`src/adc_ctrl_consts.svh`:
```
// constants for the converter control register bank
`ifndef ADC_CTRL_CONSTS_SVH
`define ADC_CTRL_CONSTS_SVH
// ****************
// addresses
// ****************
`define A_CHSEL 8'h05
`define A_PWR 8'h08
`define A_GCLK 8'h09
`define A_CDIV 8'h0B
`define A_TEST 8'h0D
`define A_XFER 8'hFF
// ****************
// reset values and bit positions
// ****************
`define RST_CHSEL 2'h3
`define RST_PWR 8'h00
`define RST_GCLK 8'h01
`define RST_CDIV 8'h00
`define RST_TEST 8'h00
`define B_XFER 0
`define B_CHA 0
`define B_CHB 1
// ****************
// pattern values
// ****************
`define MIDSCALE 12'h800
`define FULLSCALE 12'hFFF
`define ZEROSCALE 12'h000
`define CHECK_A 12'hAAA
`define CHECK_B 12'h555
`define PNL_SEED 23'h7FFFFF
`define PNL_TAP 17
`define PNS_SEED 9'h1FF
`define PNS_TAP 4
`define USER_LAST 2'h3
`define PH_LEN 7
`endif

```
`src/adc_ctrl_pkg.sv`:
```
// types of the converter control register bank
package adc_ctrl_pkg;
	typedef enum logic [1:0] {
		PM_NORMAL = 2'b00,
		PM_FULL = 2'b01,
		PM_STANDBY = 2'b10,
		PM_RSVD = 2'b11
	} pwr_mode_t;
	typedef enum logic [3:0] {
		TS_OFF = 4'b0000,
		TS_MID = 4'b0001,
		TS_POSFS = 4'b0010,
		TS_NEGFS = 4'b0011,
		TS_CHECK = 4'b0100,
		TS_PNL = 4'b0101,
		TS_PNS = 4'b0110,
		TS_TOGGLE = 4'b0111,
		TS_USER = 4'b1000,
		TS_RAMP = 4'b1111
	} test_sel_t;
	typedef struct packed {
		logic [1:0] rsv7;
		logic pin_stby;
		logic [2:0] rsv4;
		pwr_mode_t mode;
	} pwr_reg_t;
	typedef struct packed {
		logic [6:0] rsv;
		logic dcs_en;
	} gclk_reg_t;
	typedef struct packed {
		logic [1:0] rsv;
		logic [2:0] phase;
		logic [2:0] ratio;
	} cdiv_reg_t;
	typedef struct packed {
		logic single;
		logic rsv6;
		logic rst_long;
		logic rst_short;
		test_sel_t sel;
	} test_reg_t;
	typedef struct packed {
		logic wr;
		logic rd;
		logic [7:0] addr;
		logic [7:0] wdata;
	} reg_req_t;
endpackage
```
`src/adc_control_register_bank.sv`:
```
// control register bank with shadowing, clock divider and test patterns
`timescale 1ns/1ps
`include "adc_ctrl_consts.svh"
// Functional notes
// - channel bits steer local writes to A and/or B; globals ignore them
// - local read with both channel bits set returns channel A value
// - transfer bit copies all master registers to active at once
// - shadowed writes act only on transfer; transfer bit self-clears
// - power field: 00 normal, 01 full down, 10 standby, 11 reserved
// - pin function bit: clear gives full down, set gives standby
// - clock divider ratio divides by field value plus one
// - nonzero ratio forces stabilizer on; enable bit resets set
// - phase field delays divided clock by 0 to 7 input cycles
// - four-bit test selector codes, ramp on final code
// - bit 7 set plays user pattern once then zeros
// - any test mode replaces samples on the outputs
module adc_control_register_bank
(
	// clock and reset
	input wire logic core_clk,
	input wire logic rstn,
	// register access from the serial port
	input wire adc_ctrl_pkg::reg_req_t req,
	output logic [7:0] reg_rdata,
	output logic reg_rvalid,
	// power-down pin
	input wire logic pdwn_pin,
	// converter data
	input wire logic [1:0][11:0] sample,
	input wire logic [3:0][11:0] user_words,
	// applied settings and outputs
	output adc_ctrl_pkg::pwr_mode_t [1:0] pwr_state,
	output logic dcs_active,
	output logic div_tick,
	output logic [1:0] test_active,
	output logic [1:0][11:0] dout
);
	import adc_ctrl_pkg::*;

	// ****************
	// helpers
	// ****************
	function automatic pwr_reg_t cln_pwr(input logic [7:0] b);
		pwr_reg_t r;
		r = pwr_reg_t'(b);
		r.rsv7 = '0;
		r.rsv4 = '0;
		return r;
	endfunction

	function automatic cdiv_reg_t cln_cdiv(input logic [7:0] b);
		cdiv_reg_t r;
		r = cdiv_reg_t'(b);
		r.rsv = '0;
		return r;
	endfunction

	function automatic test_reg_t cln_test(input logic [7:0] b);
		test_reg_t r;
		r = test_reg_t'(b);
		r.rsv6 = 1'b0;
		return r;
	endfunction

	function automatic logic [22:0] pnl_next(input logic [22:0] x);
		return {x[21:0], x[22] ^ x[`PNL_TAP]};
	endfunction

	function automatic logic [8:0] pns_next(input logic [8:0] x);
		return {x[7:0], x[8] ^ x[`PNS_TAP]};
	endfunction

	// ****************
	// register file
	// ****************
	logic [1:0] chsel_q, chsel_d;
	pwr_reg_t [1:0] m_pwr_q, m_pwr_d, a_pwr_q, a_pwr_d;
	test_reg_t [1:0] m_test_q, m_test_d, a_test_q, a_test_d;
	gclk_reg_t m_gclk_q, m_gclk_d, a_gclk_q, a_gclk_d;
	cdiv_reg_t m_cdiv_q, m_cdiv_d, a_cdiv_q, a_cdiv_d;
	logic [7:0] rdata_q, rdata_d;
	logic rvalid_q, rvalid_d;
	logic xfer;
	logic rd_ch;

	// transfer is a strobe, so the bit never holds and reads zero
	assign xfer = req.wr && req.addr == `A_XFER && req.wdata[`B_XFER];
	// both bits set reads channel A
	assign rd_ch = !chsel_q[`B_CHA] && chsel_q[`B_CHB];

	always_comb
	begin
		chsel_d = chsel_q;
		m_pwr_d = m_pwr_q;
		m_test_d = m_test_q;
		m_gclk_d = m_gclk_q;
		m_cdiv_d = m_cdiv_q;
		a_pwr_d = a_pwr_q;
		a_test_d = a_test_q;
		a_gclk_d = a_gclk_q;
		a_cdiv_d = a_cdiv_q;
		rdata_d = rdata_q;
		rvalid_d = 1'b0;
		if (req.wr)
		begin
			case (req.addr)
				`A_CHSEL: chsel_d = req.wdata[1:0];
				`A_PWR:
				begin
					for (int c = 0; c < 2; c++)
						if (chsel_q[c])
							m_pwr_d[c] = cln_pwr(req.wdata);
				end
				`A_TEST:
				begin
					for (int c = 0; c < 2; c++)
						if (chsel_q[c])
							m_test_d[c] = cln_test(req.wdata);
				end
				`A_GCLK: m_gclk_d = gclk_reg_t'({7'h00, req.wdata[0]});
				`A_CDIV: m_cdiv_d = cln_cdiv(req.wdata);
				default: ;
			endcase
		end
		if (xfer)
		begin
			a_pwr_d = m_pwr_q;
			a_test_d = m_test_q;
			a_gclk_d = m_gclk_q;
			a_cdiv_d = m_cdiv_q;
		end
		if (req.rd)
		begin
			rvalid_d = 1'b1;
			case (req.addr)
				`A_CHSEL: rdata_d = {6'h00, chsel_q};
				`A_PWR: rdata_d = m_pwr_q[rd_ch];
				`A_TEST: rdata_d = m_test_q[rd_ch];
				`A_GCLK: rdata_d = m_gclk_q;
				`A_CDIV: rdata_d = m_cdiv_q;
				default: rdata_d = 8'h00;
			endcase
		end
	end

	always_ff @(posedge core_clk)
	begin
		if (!rstn)
		begin
			chsel_q <= `RST_CHSEL;
			m_pwr_q <= {2{pwr_reg_t'(`RST_PWR)}};
			a_pwr_q <= {2{pwr_reg_t'(`RST_PWR)}};
			m_test_q <= {2{test_reg_t'(`RST_TEST)}};
			a_test_q <= {2{test_reg_t'(`RST_TEST)}};
			m_gclk_q <= gclk_reg_t'(`RST_GCLK);
			a_gclk_q <= gclk_reg_t'(`RST_GCLK);
			m_cdiv_q <= cdiv_reg_t'(`RST_CDIV);
			a_cdiv_q <= cdiv_reg_t'(`RST_CDIV);
			rdata_q <= 8'h00;
			rvalid_q <= 1'b0;
		end
		else
		begin
			chsel_q <= chsel_d;
			m_pwr_q <= m_pwr_d;
			a_pwr_q <= a_pwr_d;
			m_test_q <= m_test_d;
			a_test_q <= a_test_d;
			m_gclk_q <= m_gclk_d;
			a_gclk_q <= a_gclk_d;
			m_cdiv_q <= m_cdiv_d;
			a_cdiv_q <= a_cdiv_d;
			rdata_q <= rdata_d;
			rvalid_q <= rvalid_d;
		end
	end

	assign reg_rdata = rdata_q;
	assign reg_rvalid = rvalid_q;

	// ****************
	// power and clocking
	// ****************
	pwr_mode_t [1:0] pwr_q, pwr_d;
	logic [2:0] cnt_q, cnt_d;
	logic [`PH_LEN-1:0] dly_q, dly_d;
	logic tick_q, tick_d, dcs_q, dcs_d, tick_raw;

	assign tick_raw = cnt_q == 3'h0;

	always_comb
	begin
		for (int c = 0; c < 2; c++)
		begin
			// reserved code treated as normal, safest for the core
			if (pdwn_pin)
				pwr_d[c] = a_pwr_q[c].pin_stby ? PM_STANDBY : PM_FULL;
			else if (a_pwr_q[c].mode == PM_RSVD)
				pwr_d[c] = PM_NORMAL;
			else
				pwr_d[c] = a_pwr_q[c].mode;
		end
		// ratio r gives one tick every r+1 cycles
		cnt_d = (cnt_q >= a_cdiv_q.ratio) ? 3'h0 : cnt_q + 3'h1;
		dly_d = {dly_q[`PH_LEN-2:0], tick_raw};
		if (a_cdiv_q.phase == 3'h0)
			tick_d = tick_raw;
		else
			tick_d = dly_q[a_cdiv_q.phase - 3'h1];
		dcs_d = a_gclk_q.dcs_en || a_cdiv_q.ratio != 3'h0;
	end

	always_ff @(posedge core_clk)
	begin
		if (!rstn)
		begin
			pwr_q <= {PM_NORMAL, PM_NORMAL};
			cnt_q <= 3'h0;
			dly_q <= '0;
			tick_q <= 1'b0;
			dcs_q <= 1'b0;
		end
		else
		begin
			pwr_q <= pwr_d;
			cnt_q <= cnt_d;
			dly_q <= dly_d;
			tick_q <= tick_d;
			dcs_q <= dcs_d;
		end
	end

	assign pwr_state = pwr_q;
	assign div_tick = tick_q;
	assign dcs_active = dcs_q;

	// ****************
	// test pattern generator
	// ****************
	logic [1:0][22:0] pnl_q, pnl_d;
	logic [1:0][8:0] pns_q, pns_d;
	logic [1:0][11:0] ramp_q, ramp_d, dout_q, dout_d;
	logic [1:0][1:0] uidx_q, uidx_d;
	logic [1:0] tog_q, tog_d, udone_q, udone_d, act_q, act_d;

	always_comb
	begin
		pnl_d = pnl_q;
		pns_d = pns_q;
		ramp_d = ramp_q;
		uidx_d = uidx_q;
		tog_d = tog_q;
		udone_d = udone_q;
		dout_d = dout_q;
		for (int c = 0; c < 2; c++)
		begin
			act_d[c] = a_test_q[c].sel != TS_OFF;
			if (tick_q)
			begin
				pnl_d[c] = a_test_q[c].rst_long ? `PNL_SEED
					: pnl_next(pnl_q[c]);
				pns_d[c] = a_test_q[c].rst_short ? `PNS_SEED
					: pns_next(pns_q[c]);
				tog_d[c] = ~tog_q[c];
				ramp_d[c] = ramp_q[c] + 12'h001;
				case (a_test_q[c].sel)
					TS_OFF: dout_d[c] = sample[c];
					TS_MID: dout_d[c] = `MIDSCALE;
					TS_POSFS: dout_d[c] = `FULLSCALE;
					TS_NEGFS: dout_d[c] = `ZEROSCALE;
					TS_CHECK: dout_d[c] = tog_q[c] ? `CHECK_A : `CHECK_B;
					TS_PNL: dout_d[c] = pnl_q[c][11:0];
					TS_PNS: dout_d[c] = {3'h0, pns_q[c]};
					TS_TOGGLE: dout_d[c] = tog_q[c] ? `FULLSCALE : `ZEROSCALE;
					TS_USER:
					begin
						// single mode ends on zeros after the last word
						dout_d[c] = udone_q[c] ? `ZEROSCALE
							: user_words[uidx_q[c]];
						if (!udone_q[c])
						begin
							uidx_d[c] = uidx_q[c] + 2'h1;
							if (uidx_q[c] == `USER_LAST && a_test_q[c].single)
								udone_d[c] = 1'b1;
						end
					end
					TS_RAMP: dout_d[c] = ramp_q[c];
					default: dout_d[c] = `ZEROSCALE;
				endcase
			end
			if (a_test_q[c].sel != TS_USER)
			begin
				uidx_d[c] = 2'h0;
				udone_d[c] = 1'b0;
			end
		end
	end

	always_ff @(posedge core_clk)
	begin
		if (!rstn)
		begin
			pnl_q <= {2{`PNL_SEED}};
			pns_q <= {2{`PNS_SEED}};
			ramp_q <= '0;
			uidx_q <= '0;
			tog_q <= '0;
			udone_q <= '0;
			act_q <= '0;
			dout_q <= '0;
		end
		else
		begin
			pnl_q <= pnl_d;
			pns_q <= pns_d;
			ramp_q <= ramp_d;
			uidx_q <= uidx_d;
			tog_q <= tog_d;
			udone_q <= udone_d;
			act_q <= act_d;
			dout_q <= dout_d;
		end
	end

	assign test_active = act_q;
	assign dout = dout_q;
endmodule // adc_control_register_bank

```
`config.mk`:
```
export PLATFORM = sky130hd
export DESIGN_NAME = adc_control_register_bank
export DESIGN_NICKNAME = d
export VERILOG_FILES = /design/src/adc_ctrl_pkg.sv /design/src/adc_control_register_bank.sv
export VERILOG_INCLUDE_DIRS = /design/src /design/src/src
export SDC_FILE = /design/constraint.sdc
export NUM_CORES = 1
export LEC_CHECK = 0
export ABC_CLOCK_PERIOD_IN_PS = 1850
export BUFFER_PORTS_ARGS = -buffer_cell sky130_fd_sc_hd__buf_2
export CAP_MARGIN = 20
export CORE_MARGIN = 10
export CORE_UTILIZATION = 50
export CTS_CLUSTER_DIAMETER = 100
export DETAILED_ROUTE_END_ITERATION = 12
export PLACE_DENSITY_LB_ADDON = 0.2
export SYNTH_ARGS = -nofsm -noshare
export SYNTH_HDL_FRONTEND = slang
export SYNTH_SLANG_ARGS = --single-unit
```
`constraint.sdc`:
```
create_clock -name core_clk -period 1.85 [get_ports core_clk]
set_input_delay 0.185 -clock core_clk [delete_from_list [all_inputs] [get_ports core_clk]]
set_output_delay 0.185 -clock core_clk [all_outputs]
set_load 0.02 [all_outputs]
```
==> impl_table.tex <==
\begin{tabular}{lr}
\hline
Metric & Value \\
\hline
\multicolumn{2}{l}{\textbf{Logic synthesis}} \\
\quad Top cells by area, synth & sky130\_fd\_sc\_hd\_\_dfxtp\_1, sky130\_fd\_sc\_hd\_\_nand2\_1, sky130\_fd\_sc\_hd\_\_mux4\_2 \\
\quad Average cell area after synthesis & a little under 9 um\^{}2 \\
\quad EDFF count, synth & 0 \\
\quad Net Count, Synth & 1176 \\
\quad Library cells used by synthesis & 64 \\
\quad Post-Synthesis Cell Area & approximately 9400 um\^{}2 \\
\quad Synth Flop Type & sky130\_fd\_sc\_hd\_\_dfxtp\_1 \\
\quad Share of synthesized area occupied by flip-flops and latches & 42.8\% \\
\quad Portion of synthesized cell area occupied by the leading cell type & between 40\% and 50\% \\
\quad Fraction of synthesis flops using an asynchronous set or reset pin & 0\% \\
\quad Flip-flop and latch count after synthesis & 202 \\
\quad Yosys Warn Count & 0 \\
\quad Post-Syn Instances & 1072 \\
\quad Library cell occupying the most area in the post-synthesis netlist & sky130\_fd\_sc\_hd\_\_dfxtp\_1 \\
\multicolumn{2}{l}{\textbf{Layout}} \\
\quad Net total in the final layout & between 1000 and 1500 \\
\quad Filler Cell Count & 1656 \\
\quad Register Area & 4050 um\^{}2 \\
\quad Finished layout cell area & approximately 11000 um\^{}2 \\
\quad Multi-input combinational cell area & $\sim$5000 um\^{}2 \\
\quad Area growth from synthesis to final layout & 19.7\% \\
\quad Fraction of final layout cells with drive strength greater than 1 & a little over a fifth \\
\quad Count of inserted antenna diode cells & 0 \\
\multicolumn{2}{l}{\textbf{Pwr}} \\
\quad Flop pwr share & between 40\% and 50\% \\
\quad Internal & 7820 uW \\
\quad Cell Pwr Density & a little under 900 nW/um\^{}2 \\
\quad Comb pwr share & 7.0\% \\
\quad Worst VDD drop & 0.599 mV \\
\quad Switch share & between 20 and 25\% \\
\quad Net switching power & 2210 uW \\
\quad Clock Power Share & approximately half \\
\quad Total leakage power & around 0.0043 uW \\
\multicolumn{2}{l}{\textbf{STA}} \\
\quad Final number of max-transition violations & 0 \\
\quad Post-route clock skew & slightly below 0.009 ns \\
\quad Final number of hold-violating endpoints & 0 \\
\quad Setup violators final & 0 \\
\quad Slew @ Worst Pin & 0.579 ns \\
\quad RSZ-0062 raised after global routing & false \\
\quad Achievable Freq & roughly 580 MHz \\
\quad Setup Total Neg Slack & 0 ns \\
\quad Tightest slew margin relative to the limit & between 60\% and 70\% \\
\quad Final critical-path required period & 1.74 ns \\
\quad Ratio of final minimum period to clock period & a little over nine tenths \\
\multicolumn{2}{l}{\textbf{Clock network}} \\
\quad Cell chosen for the clock root & sky130\_fd\_sc\_hd\_\_clkbuf\_16 \\
\quad Number of setup buffers added after CTS & 0 \\
\quad Buffers from clock root to sink, at most & 3 \\
\quad Number of levels the H-tree was split into & 1 \\
\quad TritonCTS clock tree & built \\
\quad Clock latency of the later-clocked register in the worst-skew pair & about 0.5 ns \\
\quad Clock edge transition at the registers on the reported setup and hold paths & approximately 0.06 ns \\
\quad Number of CTS-inserted buffers & 22 \\
\quad Sinks on the clock net & about 200 \\
\multicolumn{2}{l}{\textbf{Placed design}} \\
\quad Cell Area, Placed & approximately 10000 um\^{}2 \\
\quad DP HPWL & 18.4 mm \\
\quad Number of buffers added on ports & between 100 and 150 \\
\quad Final GP Congestion & between 0.8 and 0.9 \\
\multicolumn{2}{l}{\textbf{Routing}} \\
\quad Violation count after the first detailed-route iteration & just under 700 \\
\quad Number of optimization iterations in the first detailed-route pass & 5 \\
\quad Antenna-violating nets left & 0 \\
\quad Final Routed Wirelength & 25.4 mm \\
\quad Detail-routed via count per cell & $\sim$5.8 \\
\quad Number of remaining DRC errors & 0 \\
\quad Detailed-route wire length per cell & roughly 18 um \\
\quad Via count & between 8000 and 9000 \\
\multicolumn{2}{l}{\textbf{Critical path}} \\
\quad Path depth of the worst reg2reg path & 7 \\
\quad Critical Path Sink Type & flop \\
\quad End of the worst register-to-register path & div\_tick \\
\quad Top Family by Delay on Critical Path & compound AO/OA/AOI/OAI gates \\
\quad Cell chain of the critical path & inv\_1, ha\_1, mux2\_2, a21oi\_1, a21oi\_1, o21ai\_0, a221oi\_2 \\
\quad Critical Setup Path Class & reg2reg \\
\quad Biggest fanout along the worst timing path & 3 \\
\quad Reg-to-reg slack, setup & 0.11 ns \\
\quad CP max-delay cell & sky130\_fd\_sc\_hd\_\_mux2\_2 \\
\quad Most Frequent Cell on Critical Path & sky130\_fd\_sc\_hd\_\_a21oi\_1 \\
\quad Beginning of the worst register-to-register path & a\_cdiv\_q[3] \\
\quad Req. time, crit path & around 2.2 ns \\
\quad Critical path data arrival time & 2.11 ns \\
\quad Delay of the slowest cell on the worst path & approximately 0.34 ns \\
\quad CP Launch Type & flop \\
\quad CP bufs+invs & 1 \\
\multicolumn{2}{l}{\textbf{Die}} \\
\quad Die footprint & approximately 25000 um\^{}2 \\
\quad Width of the chip & 157 um \\
\quad Die Height & around 160 um \\
\quad Effective utilization at floorplan & roughly 51\% \\
\quad Area of the placeable core & between 15000 and 20000 um\^{}2 \\
\quad Row cnt & 50 \\
\quad I/O pin total & 134 \\
\multicolumn{2}{l}{\textbf{Global route}} \\
\quad Pin count of the biggest net entering global routing & 79 \\
\quad GRT Overall Usage & between 10\% and 20\% \\
\quad Antenna violations before repair & 0 \\
\quad Via count of the first global-routing pass & just under 8000 \\
\quad Wire length of the first global-routing pass & approximately 40 mm \\
\quad Leftover overflow at the end of global routing & 0 \\
\multicolumn{2}{l}{\textbf{Run}} \\
\quad \# Max-Cap Violations & 0 \\
\multicolumn{2}{l}{\textbf{Hold path}} \\
\quad WHS Path Cells & 3 \\
\quad Worst Hold Endpoint & pwr\_state[0] \\
\quad Hold Startpoint & pdwn\_pin \\
\quad Type of the tightest min-delay check & in2reg \\
\multicolumn{2}{l}{\textbf{Status}} \\
\quad Run status & finished clean \\
\hline
\end{tabular}
## per-stage QoR
stage | worst slack [ns] | utilization [%] | hold WS (ns) | power (uW) | cells
2_1_floorplan | 0.235 | - | 0.310 | 4960 | 1072
3_3_place_gp | 0.165 | 55.7 | 0.431 | 5240 | 1396
3_5_place_dp | 0.0678 | 55.7 | 0.438 | 5260 | 1396
4_1_cts | 0.0299 | 60.6 | 0.0250 | 10100 | 1445
5_1_grt | 0.000560 | 60.6 | 0.0517 | 10400 | 1445
6_report | 0.111 | 60.6 | 0.0323 | 10000 | 1445
## cells in the final DEF, fill, tap and decap left out, types with 6 or more instances in the layout
| cell | n |
|---|---|
| sky130_fd_sc_hd__buf_2 | 130 |
| sky130_fd_sc_hd__clkbuf_16 | 23 |
| sky130_fd_sc_hd__nand3_1 | 28 |
| sky130_fd_sc_hd__o21ai_1 | 7 |
| sky130_fd_sc_hd__dlygate4sd3_1 | 9 |
| sky130_fd_sc_hd__inv_1 | 15 |
| sky130_fd_sc_hd__and2_1 | 12 |
| sky130_fd_sc_hd__ha_1 | 11 |
| sky130_fd_sc_hd__dfxtp_1 | 200 |
| sky130_fd_sc_hd__or3_1 | 9 |
| sky130_fd_sc_hd__a31o_2 | 6 |
| sky130_fd_sc_hd__a21oi_1 | 82 |
| sky130_fd_sc_hd__buf_4 | 31 |
| sky130_fd_sc_hd__xor2_1 | 23 |
| sky130_fd_sc_hd__and3_1 | 9 |
| sky130_fd_sc_hd__nand2b_1 | 31 |
| sky130_fd_sc_hd__nor2b_1 | 14 |
| sky130_fd_sc_hd__o22ai_1 | 77 |
| sky130_fd_sc_hd__nand4_1 | 10 |
| sky130_fd_sc_hd__o21ai_0 | 40 |
| sky130_fd_sc_hd__nor2_1 | 62 |
| sky130_fd_sc_hd__buf_12 | 7 |
| sky130_fd_sc_hd__a31oi_1 | 21 |
| sky130_fd_sc_hd__mux4_2 | 25 |
| sky130_fd_sc_hd__mux2i_1 | 17 |
| sky130_fd_sc_hd__nor3_1 | 6 |
| sky130_fd_sc_hd__a22oi_1 | 36 |
| sky130_fd_sc_hd__nand2_1 | 178 |
| sky130_fd_sc_hd__mux2_2 | 6 |
| sky130_fd_sc_hd__clkbuf_8 | 7 |
## cells by family after synthesis
kind of cell | count (synthesis) | synth area share, %
AO/OA/AOI/OAI | 296 | 19.1
AND/OR/NAND/NOR | 392 | 20.8
adder cells (fa/ha/maj) | 11 | 1.46
multiplexers | 48 | 8.48
buffers and inverters | 94 | 4.69
XOR/XNOR | 28 | 2.60
flip-flops | 202 | 42.8
other | 1 | 0.0397
## state kept, by name, summed over array words and instances (netlist names), 3 cells and up
| name | count |
|---|---|
| pns_q | 18 |
| m_pwr_q | 6 |
| pnl_q | 46 |
| a_cdiv_q | 6 |
| cnt_q | 3 |
| reg_rdata | 7 |
| dly_q | 7 |
| m_cdiv_q | 6 |
| pwr_state | 4 |
| a_test_q | 14 |
| a_pwr_q | 6 |
| m_test_q | 14 |
| ramp_q | 24 |
| uidx_q | 4 |
| dout | 24 |
## worst register-to-register path: cells and delay by family, from the launching register on
family | cells | cell delay [ns]
AO/OA/AOI/OAI | 4 | 0.54
adder cells (fa/ha/maj) | 1 | 0.33
multiplexers | 1 | 0.34
flip-flops | 1 | 0.33
buffers and inverters | 1 | 0.06
## synth_stat cells (10+ instances only)
cell type,number
sky130_fd_sc_hd__inv_1,15
sky130_fd_sc_hd__nand2_1,178
sky130_fd_sc_hd__dfxtp_1,202
sky130_fd_sc_hd__o22ai_1,77
sky130_fd_sc_hd__clkbuf_1,40
sky130_fd_sc_hd__nand2b_1,31
sky130_fd_sc_hd__ha_1,11
sky130_fd_sc_hd__a31oi_1,21
sky130_fd_sc_hd__nor2b_1,14
sky130_fd_sc_hd__a21oi_1,82
sky130_fd_sc_hd__mux2i_1,17
sky130_fd_sc_hd__nand4_1,10
sky130_fd_sc_hd__nor2_1,63
sky130_fd_sc_hd__and2_1,12
sky130_fd_sc_hd__mux4_2,25
sky130_fd_sc_hd__xor2_1,23
sky130_fd_sc_hd__a22oi_1,36
sky130_fd_sc_hd__buf_2,21
sky130_fd_sc_hd__o21ai_0,40
sky130_fd_sc_hd__nand3_1,28
## power groups by stage
stage          sequential [uW]  clock (uW)  combinational, uW
6_report                  4480        4850                700
5_1_grt                   4490        5140                763
4_1_cts                   4480        4940                699
3_5_place_dp              4570           0                683
3_3_place_gp              4570           0                672
2_1_floorplan             4600           0                360
## worst max-delay path by stage
| stage | startpoint | slack, ns | cells after the start | end |
|---|---|---|---|---|
| after floorplan | uidx_q[2] | 0.23 | 4 | dout[14] |
| after detailed placement | a_test_q[1] | 0.07 | 6 | dout[4] |
| after global placement | a_test_q[1] | 0.16 | 5 | dout[5] |
| after CTS | a_test_q[9] | 0.03 | 5 | dout[15] |
| after global routing | a_test_q[0] | 0.0006 | 5 | dout[5] |
| final | a_cdiv_q[3] | 0.11 | 7 | div_tick |
## timing repair
item | CTS | global route
gates resized for setup | 0 | 3
endpoints found under the setup margin | 0 | 13
hold buffers | 9 | 0
hold endpoints to repair | 16 | 0
## routing by layer
metal | vias up | global-route usage [%] | share of wire (%)
met4 | 0 | 6.01 | 2.1
met2 | 283 | 30.7 | 44
met1 | 3972 | 27.0 | 46
li1 | 4119 | - | -
met3 | 38 | 4.67 | 8.3
met5 | - | 0 | 0
## area by class of cell
type | instances | share of cell area [%]
Clock buffer | 33 | 6.05
Clock inverter | 7 | 1.23
Inverter | 16 | 0.532
Multi-Input combinational cell | 776 | 43.9
Sequential cell | 202 | 35.8
Tap cell | 234 | 2.59
Timing Repair Buffer | 177 | 9.85
Power figures use the tool's default switching activity.
